File: config.mk
export PLATFORM = sky130hd
export DESIGN_NAME = fcs_ctrl
export DESIGN_NICKNAME = d
export VERILOG_FILES = /design/src/fcs_pkg.sv /design/src/fcs_ctrl.sv /design/src/fcs_tick_div.sv
export SDC_FILE = /design/constraint.sdc
export NUM_CORES = 1
export LEC_CHECK = 0
export BUFFER_PORTS_ARGS = -buffer_cell sky130_fd_sc_hd__buf_2
export CAP_MARGIN = 20
export CORE_ASPECT_RATIO = 1.2
export CORE_MARGIN = 2
export CORE_UTILIZATION = 42
export CTS_CLUSTER_DIAMETER = 150
export CTS_CLUSTER_SIZE = 10
export DETAILED_ROUTE_END_ITERATION = 8
export HOLD_SLACK_MARGIN = 0.12
export PLACE_DENSITY_LB_ADDON = 0.2
export SETUP_SLACK_MARGIN = 0.1
export SKIP_CTS_REPAIR_TIMING = 1
export SYNTH_ARGS = -nofsm -noshare
export SYNTH_HDL_FRONTEND = slang
export SYNTH_SLANG_ARGS = --single-unit
export TNS_END_PERCENT = 5
File: constraint.sdc
create_clock -name REF_CLK -period 13.08 [get_ports REF_CLK]
set_input_delay 2.616 -clock REF_CLK [delete_from_list [all_inputs] [get_ports REF_CLK]]
set_output_delay 2.616 -clock REF_CLK [all_outputs]
set_load 0.1 [all_outputs]
File: src/fcs_pkg.sv
package fcs_pkg;
  // Register indices; byte address is four times the index
  localparam logic [12:0] IDX_PAGE_BASE = 13'h1800;
  localparam logic [12:0] IDX_PAGE_MASK = 13'h1fc0;
  localparam logic [12:0] IDX_CLKDIV = 13'h1820;
  localparam logic [12:0] IDX_OPT = 13'h1821;
  localparam logic [12:0] IDX_CFG = 13'h1823;
  localparam logic [12:0] IDX_PROT = 13'h1824;
  localparam logic [12:0] IDX_STAT = 13'h1825;
  localparam logic [12:0] IDX_CMD = 13'h1826;
  localparam logic [12:0] IDX_ADDRH = 13'h1828;
  localparam logic [12:0] IDX_ADDRL = 13'h1829;
  localparam logic [12:0] IDX_DATA = 13'h182a;
  localparam logic [12:0] IDX_IRQST = 13'h182b;
  localparam logic [12:0] IDX_IRQCLR = 13'h182c;
  localparam logic [12:0] IDX_IRQEN = 13'h182d;
  localparam logic [2:0] HSIZE_WORD = 3'h2;
  // Field positions
  localparam int DIV_LD_BIT = 7;
  localparam int PRE8_BIT = 6;
  localparam int ST_CBEF = 7;
  localparam int ST_CCF = 6;
  localparam int ST_ACCERR = 4;
  localparam logic [7:0] CFG_WMASK = 8'h60;
  localparam int IRQ_W = 2;
  localparam int IRQ_DONE = 0;
  localparam int IRQ_ERR = 1;
  // Reset value and prescaler wrap count
  localparam logic [7:0] PROT_RST = 8'hff;
  localparam logic [2:0] PRE_LAST = 3'h7;
  // Erase sector sizes in bytes
  localparam logic [15:0] FLASH_SECT = 16'h0200;
  localparam logic [15:0] EE_SECT = 16'h0008;
  typedef enum logic [7:0] {
    CMD_PROG = 8'h01,
    CMD_SERASE = 8'h02,
    CMD_MERASE = 8'h03
  } fcs_cmd_t;
  typedef enum logic [3:0] {
    S_IDLE = 4'b0001,
    S_UP = 4'b0010,
    S_PULSE = 4'b0100,
    S_DOWN = 4'b1000
  } fcs_state_t;
  typedef struct packed {
    logic [7:0] cmd;
    logic [15:0] addr;
    logic [7:0] data;
    logic eeprom;
  } fcs_req_t;
endpackage

File: src/fcs_ctrl.sv
// Chosen here: the AHB-Lite register port.
`timescale 1ns/10ps
module fcs_ctrl
  import fcs_pkg::*;
#(
  parameter int HV_UP_TICKS = 2,
  parameter int PROG_TICKS = 6,
  parameter int SERASE_TICKS = 4000,
  parameter int MERASE_TICKS = 20000,
  parameter int HV_DN_TICKS = 2,
  parameter logic [15:0] EE_BASE = 16'h1700,
  parameter logic [15:0] EE_BYTES = 16'h0100,
  parameter logic [7:0] OPT_VALUE = 8'h00
)(
  input logic REF_CLK,
  input logic RST,
  input logic HSEL,
  input logic [31:0] HADDR,
  input logic [1:0] HTRANS,
  input logic HWRITE,
  input logic [2:0] HSIZE,
  input logic [31:0] HWDATA,
  input logic HREADY,
  output logic HREADYOUT,
  output logic HRESP,
  output logic [31:0] HRDATA,
  input logic DBG_CMD_VALID,
  input logic [7:0] DBG_CMD,
  input logic [15:0] DBG_ADDR,
  input logic [7:0] DBG_DATA,
  output logic DBG_ACCEPT,
  output fcs_pkg::fcs_req_t NVM_REQ,
  output logic NVM_HV_EN,
  output logic NVM_PULSE,
  output logic NVM_TICK,
  output logic IRQ
);
  import fcs_pkg::*;

  function automatic logic is_ee(input logic [15:0] a);
    is_ee = (a >= EE_BASE) && (a < EE_BASE + EE_BYTES);
  endfunction

  function automatic logic [15:0] sect_addr(input logic [7:0] c, input logic [15:0] a);
    logic [15:0] sz;
    sz = is_ee(a) ? EE_SECT : FLASH_SECT;
    sect_addr = (c == CMD_SERASE) ? (a & ~(sz - 16'h0001)) : a;
  endfunction

  function automatic logic known_cmd(input logic [7:0] c);
    known_cmd = (c == CMD_PROG) || (c == CMD_SERASE) || (c == CMD_MERASE);
  endfunction

  function automatic logic [15:0] pulse_len(input logic [7:0] c);
    case (c)
      CMD_SERASE: pulse_len = 16'(SERASE_TICKS - 1);
      CMD_MERASE: pulse_len = 16'(MERASE_TICKS - 1);
      default: pulse_len = 16'(PROG_TICKS - 1);
    endcase
  endfunction

  // Bus address phase capture
  logic a_wr_ff;
  logic a_rd_ff;
  logic a_ok_ff;
  logic [12:0] a_idx_ff;
  logic rd_done_ff;
  logic [31:0] hrdata_ff;

  // Register state
  logic [6:0] div_ff;
  logic div_ld_ff;
  logic [7:0] cfg_ff;
  logic [7:0] prot_ff;
  logic [7:0] cmd_ff;
  logic [15:0] addr_ff;
  logic [7:0] data_ff;
  logic acc_err_ff;
  logic ccf_ff;
  logic [IRQ_W-1:0] irq_st_ff;
  logic [IRQ_W-1:0] irq_en_ff;

  // Sequencer state
  fcs_state_t st_ff;
  fcs_state_t nxt_st;
  logic [15:0] cnt_ff;
  logic [15:0] nxt_cnt;
  fcs_req_t req_ff;
  logic tick;

  wire [12:0] h_idx = HADDR[14:2];
  wire addr_take = HSEL & HREADY & HTRANS[1];
  wire h_ok = (HADDR[31:15] == 17'h00000) && (HSIZE == HSIZE_WORD)
    && ((h_idx & IDX_PAGE_MASK) == IDX_PAGE_BASE);
  wire rd_stall = a_rd_ff & ~rd_done_ff;
  wire wr_fire = a_wr_ff & a_ok_ff & HREADY;
  wire [7:0] wd = HWDATA[7:0];

  wire hit_div = a_idx_ff == IDX_CLKDIV;
  wire hit_opt = a_idx_ff == IDX_OPT;
  wire hit_cfg = a_idx_ff == IDX_CFG;
  wire hit_prot = a_idx_ff == IDX_PROT;
  wire hit_stat = a_idx_ff == IDX_STAT;
  wire hit_cmd = a_idx_ff == IDX_CMD;
  wire hit_addrh = a_idx_ff == IDX_ADDRH;
  wire hit_addrl = a_idx_ff == IDX_ADDRL;
  wire hit_data = a_idx_ff == IDX_DATA;
  wire hit_irqst = a_idx_ff == IDX_IRQST;
  wire hit_irqclr = a_idx_ff == IDX_IRQCLR;
  wire hit_irqen = a_idx_ff == IDX_IRQEN;

  wire idle = st_ff == S_IDLE;

  // One write after reset, never while the error flag stands
  wire div_wr = wr_fire & hit_div & ~div_ld_ff & ~acc_err_ff;

  // Bus and debug commands share one launch path; bus wins a tie
  wire bus_cmd = wr_fire & hit_cmd;
  wire bus_ok = div_ld_ff & idle & ~acc_err_ff & known_cmd(wd);
  wire bus_go = bus_cmd & bus_ok;
  wire dbg_take = DBG_CMD_VALID & ~bus_cmd;
  wire dbg_ok = div_ld_ff & idle & ~acc_err_ff & known_cmd(DBG_CMD);
  wire dbg_go = dbg_take & dbg_ok;
  wire start = bus_go | dbg_go;
  wire err_set = (bus_cmd & ~bus_ok) | (dbg_take & ~dbg_ok);
  wire done = (st_ff == S_DOWN) & tick & (cnt_ff == 16'h0000);

  wire stat_wr = wr_fire & hit_stat;
  wire err_clr = stat_wr & wd[ST_ACCERR];
  wire [IRQ_W-1:0] irq_ev = {err_set, done};
  wire [IRQ_W-1:0] irq_clr = (wr_fire & hit_irqclr) ? wd[IRQ_W-1:0] : '0;

  wire [7:0] div_rd = {div_ld_ff, div_ff};
  wire [7:0] stat_rd = {idle, ccf_ff, 1'b0, acc_err_ff, 4'h0};
  wire [7:0] rd_val =
    hit_div ? div_rd :
    hit_opt ? OPT_VALUE :
    hit_cfg ? cfg_ff :
    hit_prot ? prot_ff :
    hit_stat ? stat_rd :
    hit_cmd ? cmd_ff :
    hit_addrh ? addr_ff[15:8] :
    hit_addrl ? addr_ff[7:0] :
    hit_data ? data_ff :
    hit_irqst ? {{(8-IRQ_W){1'b0}}, irq_st_ff} :
    hit_irqen ? {{(8-IRQ_W){1'b0}}, irq_en_ff} :
    8'h00;

  wire fcs_req_t bus_req = '{cmd: wd, addr: sect_addr(wd, addr_ff), data: data_ff,
    eeprom: is_ee(addr_ff)};
  wire fcs_req_t dbg_req = '{cmd: DBG_CMD, addr: sect_addr(DBG_CMD, DBG_ADDR), data: DBG_DATA,
    eeprom: is_ee(DBG_ADDR)};

  // Reads take one wait state so read data always come from a register
  assign HREADYOUT = ~rd_stall;
  assign HRESP = 1'b0;
  assign HRDATA = hrdata_ff;
  assign DBG_ACCEPT = dbg_go;
  assign NVM_REQ = req_ff;
  assign NVM_HV_EN = ~st_ff[0];
  assign NVM_PULSE = st_ff[2];
  assign NVM_TICK = tick;
  assign IRQ = |(irq_st_ff & irq_en_ff);

  // Timing clock runs only during a command, so the first tick is a full period
  fcs_tick_div u_div (
    .clk(REF_CLK),
    .rst(RST),
    .en(div_ld_ff & ~idle),
    .pre8(div_ff[PRE8_BIT]),
    .div(div_ff[5:0]),
    .tick(tick)
  );

  // Ramp up, pulse and ramp down are all counted in timing ticks
  always_comb begin
    nxt_st = st_ff;
    nxt_cnt = cnt_ff;
    case (st_ff)
      S_IDLE: begin
        if (start) begin
          nxt_st = S_UP;
          nxt_cnt = 16'(HV_UP_TICKS - 1);
        end
      end
      S_UP: begin
        if (tick) begin
          if (cnt_ff == 16'h0000) begin
            nxt_st = S_PULSE;
            nxt_cnt = pulse_len(req_ff.cmd);
          end else begin
            nxt_cnt = cnt_ff - 16'h0001;
          end
        end
      end
      S_PULSE: begin
        if (tick) begin
          if (cnt_ff == 16'h0000) begin
            nxt_st = S_DOWN;
            nxt_cnt = 16'(HV_DN_TICKS - 1);
          end else begin
            nxt_cnt = cnt_ff - 16'h0001;
          end
        end
      end
      S_DOWN: begin
        if (tick) begin
          if (cnt_ff == 16'h0000) begin
            nxt_st = S_IDLE;
          end else begin
            nxt_cnt = cnt_ff - 16'h0001;
          end
        end
      end
      default: begin
        nxt_st = S_IDLE;
        nxt_cnt = 16'h0000;
      end
    endcase
  end

  always_ff @(posedge REF_CLK or posedge RST) begin
    if (RST) begin
      a_wr_ff <= 1'b0;
      a_rd_ff <= 1'b0;
      a_ok_ff <= 1'b0;
      a_idx_ff <= 13'h0000;
    end else if (HREADY) begin
      a_wr_ff <= addr_take & HWRITE;
      a_rd_ff <= addr_take & ~HWRITE;
      a_ok_ff <= h_ok;
      a_idx_ff <= h_idx;
    end
  end

  always_ff @(posedge REF_CLK or posedge RST) begin
    if (RST) begin
      rd_done_ff <= 1'b0;
      hrdata_ff <= 32'h00000000;
    end else begin
      rd_done_ff <= rd_stall;
      if (rd_stall) begin
        hrdata_ff <= a_ok_ff ? {24'h000000, rd_val} : 32'h00000000;
      end
    end
  end

  always_ff @(posedge REF_CLK or posedge RST) begin
    if (RST) begin
      div_ff <= 7'h00;
      div_ld_ff <= 1'b0;
    end else if (div_wr) begin
      div_ff <= wd[6:0];
      div_ld_ff <= 1'b1;
    end
  end

  always_ff @(posedge REF_CLK or posedge RST) begin
    if (RST) begin
      cfg_ff <= 8'h00;
      prot_ff <= PROT_RST;
      addr_ff <= 16'h0000;
      data_ff <= 8'h00;
      irq_en_ff <= '0;
    end else if (wr_fire) begin
      if (hit_cfg) begin
        cfg_ff <= wd & CFG_WMASK;
      end
      if (hit_prot) begin
        prot_ff <= wd;
      end
      if (hit_addrh) begin
        addr_ff[15:8] <= wd;
      end
      if (hit_addrl) begin
        addr_ff[7:0] <= wd;
      end
      if (hit_data) begin
        data_ff <= wd;
      end
      if (hit_irqen) begin
        irq_en_ff <= wd[IRQ_W-1:0];
      end
    end
  end

  // Flags: a new event in the clearing cycle keeps the flag set
  always_ff @(posedge REF_CLK or posedge RST) begin
    if (RST) begin
      acc_err_ff <= 1'b0;
      ccf_ff <= 1'b1;
      irq_st_ff <= '0;
    end else begin
      acc_err_ff <= err_set | (acc_err_ff & ~err_clr);
      ccf_ff <= done | (ccf_ff & ~start);
      irq_st_ff <= irq_ev | (irq_st_ff & ~irq_clr);
    end
  end

  always_ff @(posedge REF_CLK or posedge RST) begin
    if (RST) begin
      cmd_ff <= 8'h00;
      req_ff <= '0;
    end else if (start) begin
      cmd_ff <= bus_go ? wd : DBG_CMD;
      req_ff <= bus_go ? bus_req : dbg_req;
    end
  end

  always_ff @(posedge REF_CLK or posedge RST) begin
    if (RST) begin
      st_ff <= S_IDLE;
      cnt_ff <= 16'h0000;
    end else begin
      st_ff <= nxt_st;
      cnt_ff <= nxt_cnt;
    end
  end
endmodule

File: src/fcs_tick_div.sv
`timescale 1ns/10ps
module fcs_tick_div
  import fcs_pkg::*;
(
  input logic clk,
  input logic rst,
  input logic en,
  input logic pre8,
  input logic [5:0] div,
  output logic tick
);
  logic [2:0] pre_ff;
  logic [5:0] div_ff;
  wire pre_wrap = ~pre8 | (pre_ff == PRE_LAST);
  wire div_wrap = (div_ff == div);
  // Counters restart while disabled so each run starts on a whole period
  assign tick = en & pre_wrap & div_wrap;
  always_ff @(posedge clk or posedge rst) begin
    if (rst) begin
      pre_ff <= 3'h0;
      div_ff <= 6'h00;
    end else if (!en) begin
      pre_ff <= 3'h0;
      div_ff <= 6'h00;
    end else begin
      pre_ff <= pre_wrap ? 3'h0 : pre_ff + 3'h1;
      if (pre_wrap) begin
        div_ff <= div_wrap ? 6'h00 : div_ff + 6'h01;
      end
    end
  end
endmodule
==> metrics.md, run 1 <==
| Metric | Value |
|---|---|
| Status | finished, final reports clean |
| R2R cell count | 6 |
| Post-synthesis cell count | 716 |
| Number of global-route vias before repair | 6151 |
| Clock transition at the registers of the reported paths | 0.06 ns |
| Fillers | 1585 |
| Total Routing Usage GR | 0.230 |
| Routed Antenna Nets | 0 |
| Syn Std Cell Area | 7180 sq um |
| Crit Reg-Reg Endpoint | cnt_ff[12] |
| Tcrit/Tclk final | 0.538 |
| Final Max Tran Viols | 0 |
| Data arrival, critical path | 4.42 ns |
| Critical Path Source Type | input pin |
| Seq pwr share | 0.427 |
| Share of layout cells above drive strength 1 | 0.283 |
| # IOs | 179 |
| Actual slew at the worst max-slew pin | 0.953 ns |
| Commonest cells in the netlist | dfrtp_1, nand2_1, o21ai_0 |
| Max-cap violations | 0 |
| Final net count | 946 |
| Vias/cell | 5.75 |
| Hold Crit Class | reg2reg |
| Synth cell types | 69 |
| Worst reg2reg path startpoint | a_idx_ff[1] |
| Final GP Congestion | 0.884 |
| I/O Buffers | 126 |
| Pre-CTS setup slack | 6.05 ns |
| Residual DRC | 0 |
| H-tree levels | 4 |
| Final WS setup | 6.04 ns |
| Detailed placer's ending HPWL | 14.9 mm |
| Iter 0 DRT Violations | 397 |
| Worst-Skew Late Latency | 0.42 ns |
| Cell with the most instances after synthesis | dfrtp_1 |
| Top post-synthesis cells by area | dfrtp_1, mux2_2, nand2_1, o21ai_0, dfstp_2 |
| Hold Startpoint | u_div.pre_ff[0] |
| Diode count | 0 |
| Pwr per Cell Area | 120 nW/um^2 |
| Core Box Area | 16800 sq um |
| Total leakage power | 3.96 nW |
| Number of synthesized flops with an enable pin | 0 |
| Area share of the largest cell type after synthesis | 0.436 |
| DRT Pass-1 Iters | 5 |
| CTS root buf | clkbuf_16 |
| Min-Delay Path Depth | 1 |
| Largest net degree at the start of global routing | 73 |
| Worst-path fanout max | 5 |
| CP Capture Type | primary output |
| WL/cell | 19.1 um |
| Die Ht | 147 um |
| Num Clock Sinks | 135 |
| Hold Path Sink | u_div.pre_ff[0] |
| RSZ-0062 raised after global routing | false |
| Slew margin rel. | 0.365 |
| Area delta synth->final | 18.5% |
| Final wirelength | 20.3 mm |
| Inserted Clock Buffers | 17 |
| Non-Filler Instances | 1064 |
| Area leader, netlist | dfrtp_1 |
| Min cycle time layout | 7.04 ns |
| Die area | 18200 sq um |
| Placed cell count | 1032 |
| Final setup TNS | 0 ns |
| Post-synthesis register bit count | 135 |
| NetSw | 0.270 mW |
| Syn avg cell area | 10.0 sq um |
| Setup CP Type | in2out |
| Required @ worst endpoint | 10.46 ns |
| CTS max path bufs | 2 |
| Post-synth ARST share | 1.00 |
| Max Fclk | 142 MHz |
| TritonCTS clock tree | built |
| Final global-route overflow total | 0 |
| Sequential fraction of the synthesis area | 0.472 |
| Sw frac | 0.265 |
| Setup slack, reg-to-reg | 9.54 ns |
| Ys flop type | dfrtp_1 |
| Combinational share of power | 0.095 |
| Maximum VDD drop | 0.0784 mV |
| Int Power | 0.748 mW |
| Clock power frac | 0.478 |
| Number of cell rows | 52 |
| Initial core utilization | 0.428 |
| # setup viols final | 0 |
| Initial antenna violation count | 0 |
| Final Skew | 0.00565 ns |
| Final hold vios | 0 |
| Via count | 6120 |
| Yosys warns | 0 |
| First-pass GRT wire length | 32.0 mm |
| Die W | 123 um |
-- per-stage QoR --
stage	hold WS [ns]	area [sq um]	total power [mW]	utilization
floorplan	0.409	7270	0.517	-
global placement	0.420	7910	0.537	0.471
detailed placement	0.449	7910	0.539	0.471
CTS	0.456	8510	1.03	0.507
global route	0.476	8510	1.05	0.507
finish	0.454	8510	1.02	0.507
-- per-layer routing --
layer,wire (um),GRT usage,vias to the layer above,share of wire
met4,624,0.0938,0,0.031
met2,10200,0.388,250,0.50
met3,1270,0.0489,50,0.063
met5,0,0,-,0
met1,8190,0.281,2993,0.40
li1,-,-,2827,-
-- worst max path at each step --
stage               start          to  slack (ns)  depth (start not counted)
6_report       DBG_CMD[3]  DBG_ACCEPT        6.04                          6
4_1_cts        DBG_CMD[3]  DBG_ACCEPT        6.02                          6
5_1_grt        DBG_CMD[3]  DBG_ACCEPT        5.88                          6
2_1_floorplan  DBG_CMD[3]  DBG_ACCEPT        6.18                          4
3_5_place_dp   DBG_CMD[3]  DBG_ACCEPT        6.05                          6
3_3_place_gp   DBG_CMD[3]  DBG_ACCEPT        6.06                          6
-- cells in the final DEF, fill, tap and decap left out, types with 13 or more instances in the layout --
master,count
a21oi_1,32
nand2_1,74
nand3_1,18
mux2_2,50
nor3_1,22
clkbuf_16,17
dfrtp_1,125
nor4_1,13
buf_2,126
nor2_1,53
mux2i_1,21
o21ai_0,54
o31ai_1,15
inv_1,17
conb_1,25
-- power by group through the flow --
stage / combinational [mW] / clock [mW] / sequential, mW
6_report: 0.0972 / 0.487 / 0.435
5_1_grt: 0.103 / 0.514 / 0.436
4_1_cts: 0.0976 / 0.494 / 0.435
3_5_place_dp: 0.0972 / 0 / 0.442
3_3_place_gp: 0.0959 / 0 / 0.442
2_1_floorplan: 0.0695 / 0 / 0.448
-- cells by family after synthesis --
group	Yosys count	synth area share
adder cells (fa/ha/maj)	4	0.00697
other	1	0.000522
multiplexers	73	0.114
buffers and inverters	72	0.0531
AND/OR/NAND/NOR	256	0.190
AO/OA/AOI/OAI	166	0.152
XOR/XNOR	9	0.0110
flip-flops	135	0.472
-- registers in the layout (all words and copies together) (netlist names), 2 cells and up --
signal	count
HRDATA	8
div_ff	7
NVM_REQ	25
data_ff	8
irq_st_ff	2
cfg_ff	2
cnt_ff	16
prot_ff	8
u_div.div_ff	6
u_div.pre_ff	3
a_idx_ff	13
st_ff	4
irq_en_ff	2
addr_ff	16
cmd_ff	8
-- critical path, cell delays in order --
cell and delay [ns]:
buf_2 0.10, nor4_1 0.35, o2111ai_1 0.30, a211oi_2 0.42, and2_1 0.20, buf_2 0.43
-- layout make-up --
cell class              count  area, sq um  share of cell area
well taps                 216          270              0.0318
clock buffers              19          443              0.0521
multi-input cells         533         3520               0.413
clock inverters            13          155              0.0182
inverters                  18         70.1             0.00824
repair buffers            130          661              0.0777
flip-flops and latches    135         3390               0.399
No activity file was read; power rests on OpenSTA's default activity.
==> inputs of run 2 (changes only) <==
--- a/config.mk
+++ b/config.mk
@@ -5,6 +5,7 @@
 export SDC_FILE = /design/constraint.sdc
 export NUM_CORES = 1
 export LEC_CHECK = 0
+export ABC_AREA = 1
 export BUFFER_PORTS_ARGS = -buffer_cell sky130_fd_sc_hd__buf_2
 export CAP_MARGIN = 20
 export CORE_ASPECT_RATIO = 1.2
==> constraint.sdc (replaced) <==
create_clock -name REF_CLK -period 7.35 [get_ports REF_CLK]
set_input_delay 1.47 -clock REF_CLK [delete_from_list [all_inputs] [get_ports REF_CLK]]
set_output_delay 1.47 -clock REF_CLK [all_outputs]
set_load 0.1 [all_outputs]
==> metrics.md, run 2 <==
| Metric | Value |
|---|---|
| Final Max Tran Viols | 0 |
| Inserted Clock Buffers | 17 |
| CTS max path bufs | 2 |
| Total leakage power | 4.62 nW |
| Data arrival, critical path | 3.56 ns |
| Number of synthesized flops with an enable pin | 0 |
| H-tree levels | 4 |
| Pwr per Cell Area | 260 nW/um^2 |
| Max-cap violations | 0 |
| Via count | 7032 |
| Final global-route overflow total | 0 |
| Status | finished, final reports clean |
| Worst-path fanout max | 26 |
| RSZ-0062 raised after global routing | false |
| Placed cell count | 1334 |
| Die area | 19100 sq um |
| Final core utilization | 0.503 |
| Syn Std Cell Area | 7570 sq um |
| Met3 usage | 0.0463 |
| Final GP Congestion | 0.884 |
| Ys flop type | dfrtp_1 |
| Post-synthesis register bit count | 135 |
| Required @ worst endpoint | 5.88 ns |
| Maximum VDD drop | 0.154 mV |
| Commonest cells in the netlist | nand2_1, dfrtp_1, nand3_1 |
| Most frequent cells in the layout | nand2_1, buf_2, dfrtp_1 |
| Non-Filler Instances | 1367 |
| Fin Hold WS | 0.410 ns |
| Die Ht | 151 um |
| Placed Area | 8250 sq um |
| Pwr Total | 2.30 mW |
| Min cycle time layout | 5.03 ns |
| Hold Crit Class | reg2reg |
| Cell with the most instances after synthesis | nand2_1 |
| Final hold vios | 0 |
| TritonCTS clock tree | built |
| Commonest non-fill, non-tap cell in the layout | nand2_1 |
| Routed Antenna Nets | 0 |
| Syn avg cell area | 7.48 sq um |
| Final instance area | 8840 sq um |
| Number of cell rows | 53 |
| Total Routing Usage GR | 0.219 |
| Final net count | 1245 |
| Yosys warns | 0 |
| # IOs | 179 |
| Slew margin rel. | 0.379 |
| Vias/cell | 5.14 |
| Detailed placer's ending HPWL | 15.1 mm |
| # setup viols final | 0 |
| Worst-Skew Late Latency | 0.42 ns |
| Fillers | 1747 |
| Num Clock Sinks | 135 |
| Area leader, netlist | dfrtp_1 |
| Die W | 127 um |
| WL/cell | 14.8 um |
| Tcrit/Tclk final | 0.685 |
| Top post-synthesis cells by area | dfrtp_1, nand2_1, nand3_1, o21ai_0, nor2_1 |
| Diode count | 0 |
| Clock transition at the registers of the reported paths | 0.06 ns |
| Iter 0 DRT Violations | 470 |
| Max Fclk | 199 MHz |
| Setup CP Type | in2out |
| Initial antenna violation count | 0 |
| Area share of the largest cell type after synthesis | 0.413 |
| GR Layer Usage met1 | 0.297 |
| Pre-CTS setup slack | 2.31 ns |
| CTS root buf | clkbuf_16 |
| Share of layout cells above drive strength 1 | 0.188 |
| Number of global-route vias before repair | 6580 |
| Setup slack, reg-to-reg | 4.25 ns |
| Critical Path Source Type | input pin |
| DRT Pass-1 Iters | 5 |
| Core Box Area | 17600 sq um |
| Post-synthesis cell count | 1012 |
| Area delta synth->final | 16.9% |
| Final WS setup | 2.32 ns |
| Synth cell types | 47 |
| CP Capture Type | primary output |
| First-pass GRT wire length | 33.1 mm |
| Largest register FFs | 25 |
| Final Skew | 0.00618 ns |
| Sequential fraction of the synthesis area | 0.448 |
| Most Crowded Layer GR | met2 |
| Initial core utilization | 0.431 |
| Met2 Resource Use GR | 0.353 |
| Residual DRC | 0 |
| Actual slew at the worst max-slew pin | 0.931 ns |
| Final setup TNS | 0 ns |
| Post-synth ARST share | 1.00 |
| Largest net degree at the start of global routing | 73 |
| I/O Buffers | 126 |
| Final wirelength | 20.3 mm |
run 2: area by class of cell:
cell class              count  area [sq um]  area share
inverters                 107           407      0.0460
clock inverters            15           155      0.0175
flip-flops and latches    135          3390       0.383
multi-input cells         744          3530       0.400
clock buffers              17           425      0.0481
repair buffers            129           657      0.0743
well taps                 220           275      0.0311
run 2: cells by family after synthesis:
group | after synthesis | synth area share
XOR/XNOR | 17 | 0.0197
AND/OR/NAND/NOR | 562 | 0.330
adder cells (fa/ha/maj) | 4 | 0.00661
AO/OA/AOI/OAI | 136 | 0.0987
other | 1 | 0.000496
buffers and inverters | 157 | 0.0967
flip-flops | 135 | 0.448
run 2: layer usage:
layer,share of wire,up-vias
li1,-,3501
met1,0.45,3261
met2,0.46,243
met3,0.065,27
met4,0.019,0
met5,0,-
run 2: worst max-delay path: stages:
cell,delay (ns)
buf_2,0.23
inv_2,0.16
nor3_2,0.06
buf_4,0.20
nand2_1,0.16
nand3_2,0.25
inv_1,0.50
buf_2,0.53
run 2: final timing paths:
check | to | start | cells after the start
worst max-delay path | DBG_ACCEPT | HREADY | 8
worst min-delay path | rd_done_ff | rd_done_ff | 1
worst max register to register | cnt_ff[10] | a_idx_ff[9] | 12
worst min register to register | rd_done_ff | rd_done_ff | 1
max in group asynchronous | u_div.div_ff[2] | RST | 3
min in group asynchronous | NVM_REQ[22] | RST | 2
run 2: power breakdown:
group / internal (mW) / switching (mW)
logic: 0.165 / 0.484
clock network: 0.499 / 0.346
registers: 0.778 / 0.0296
total: 1.44 / 0.860
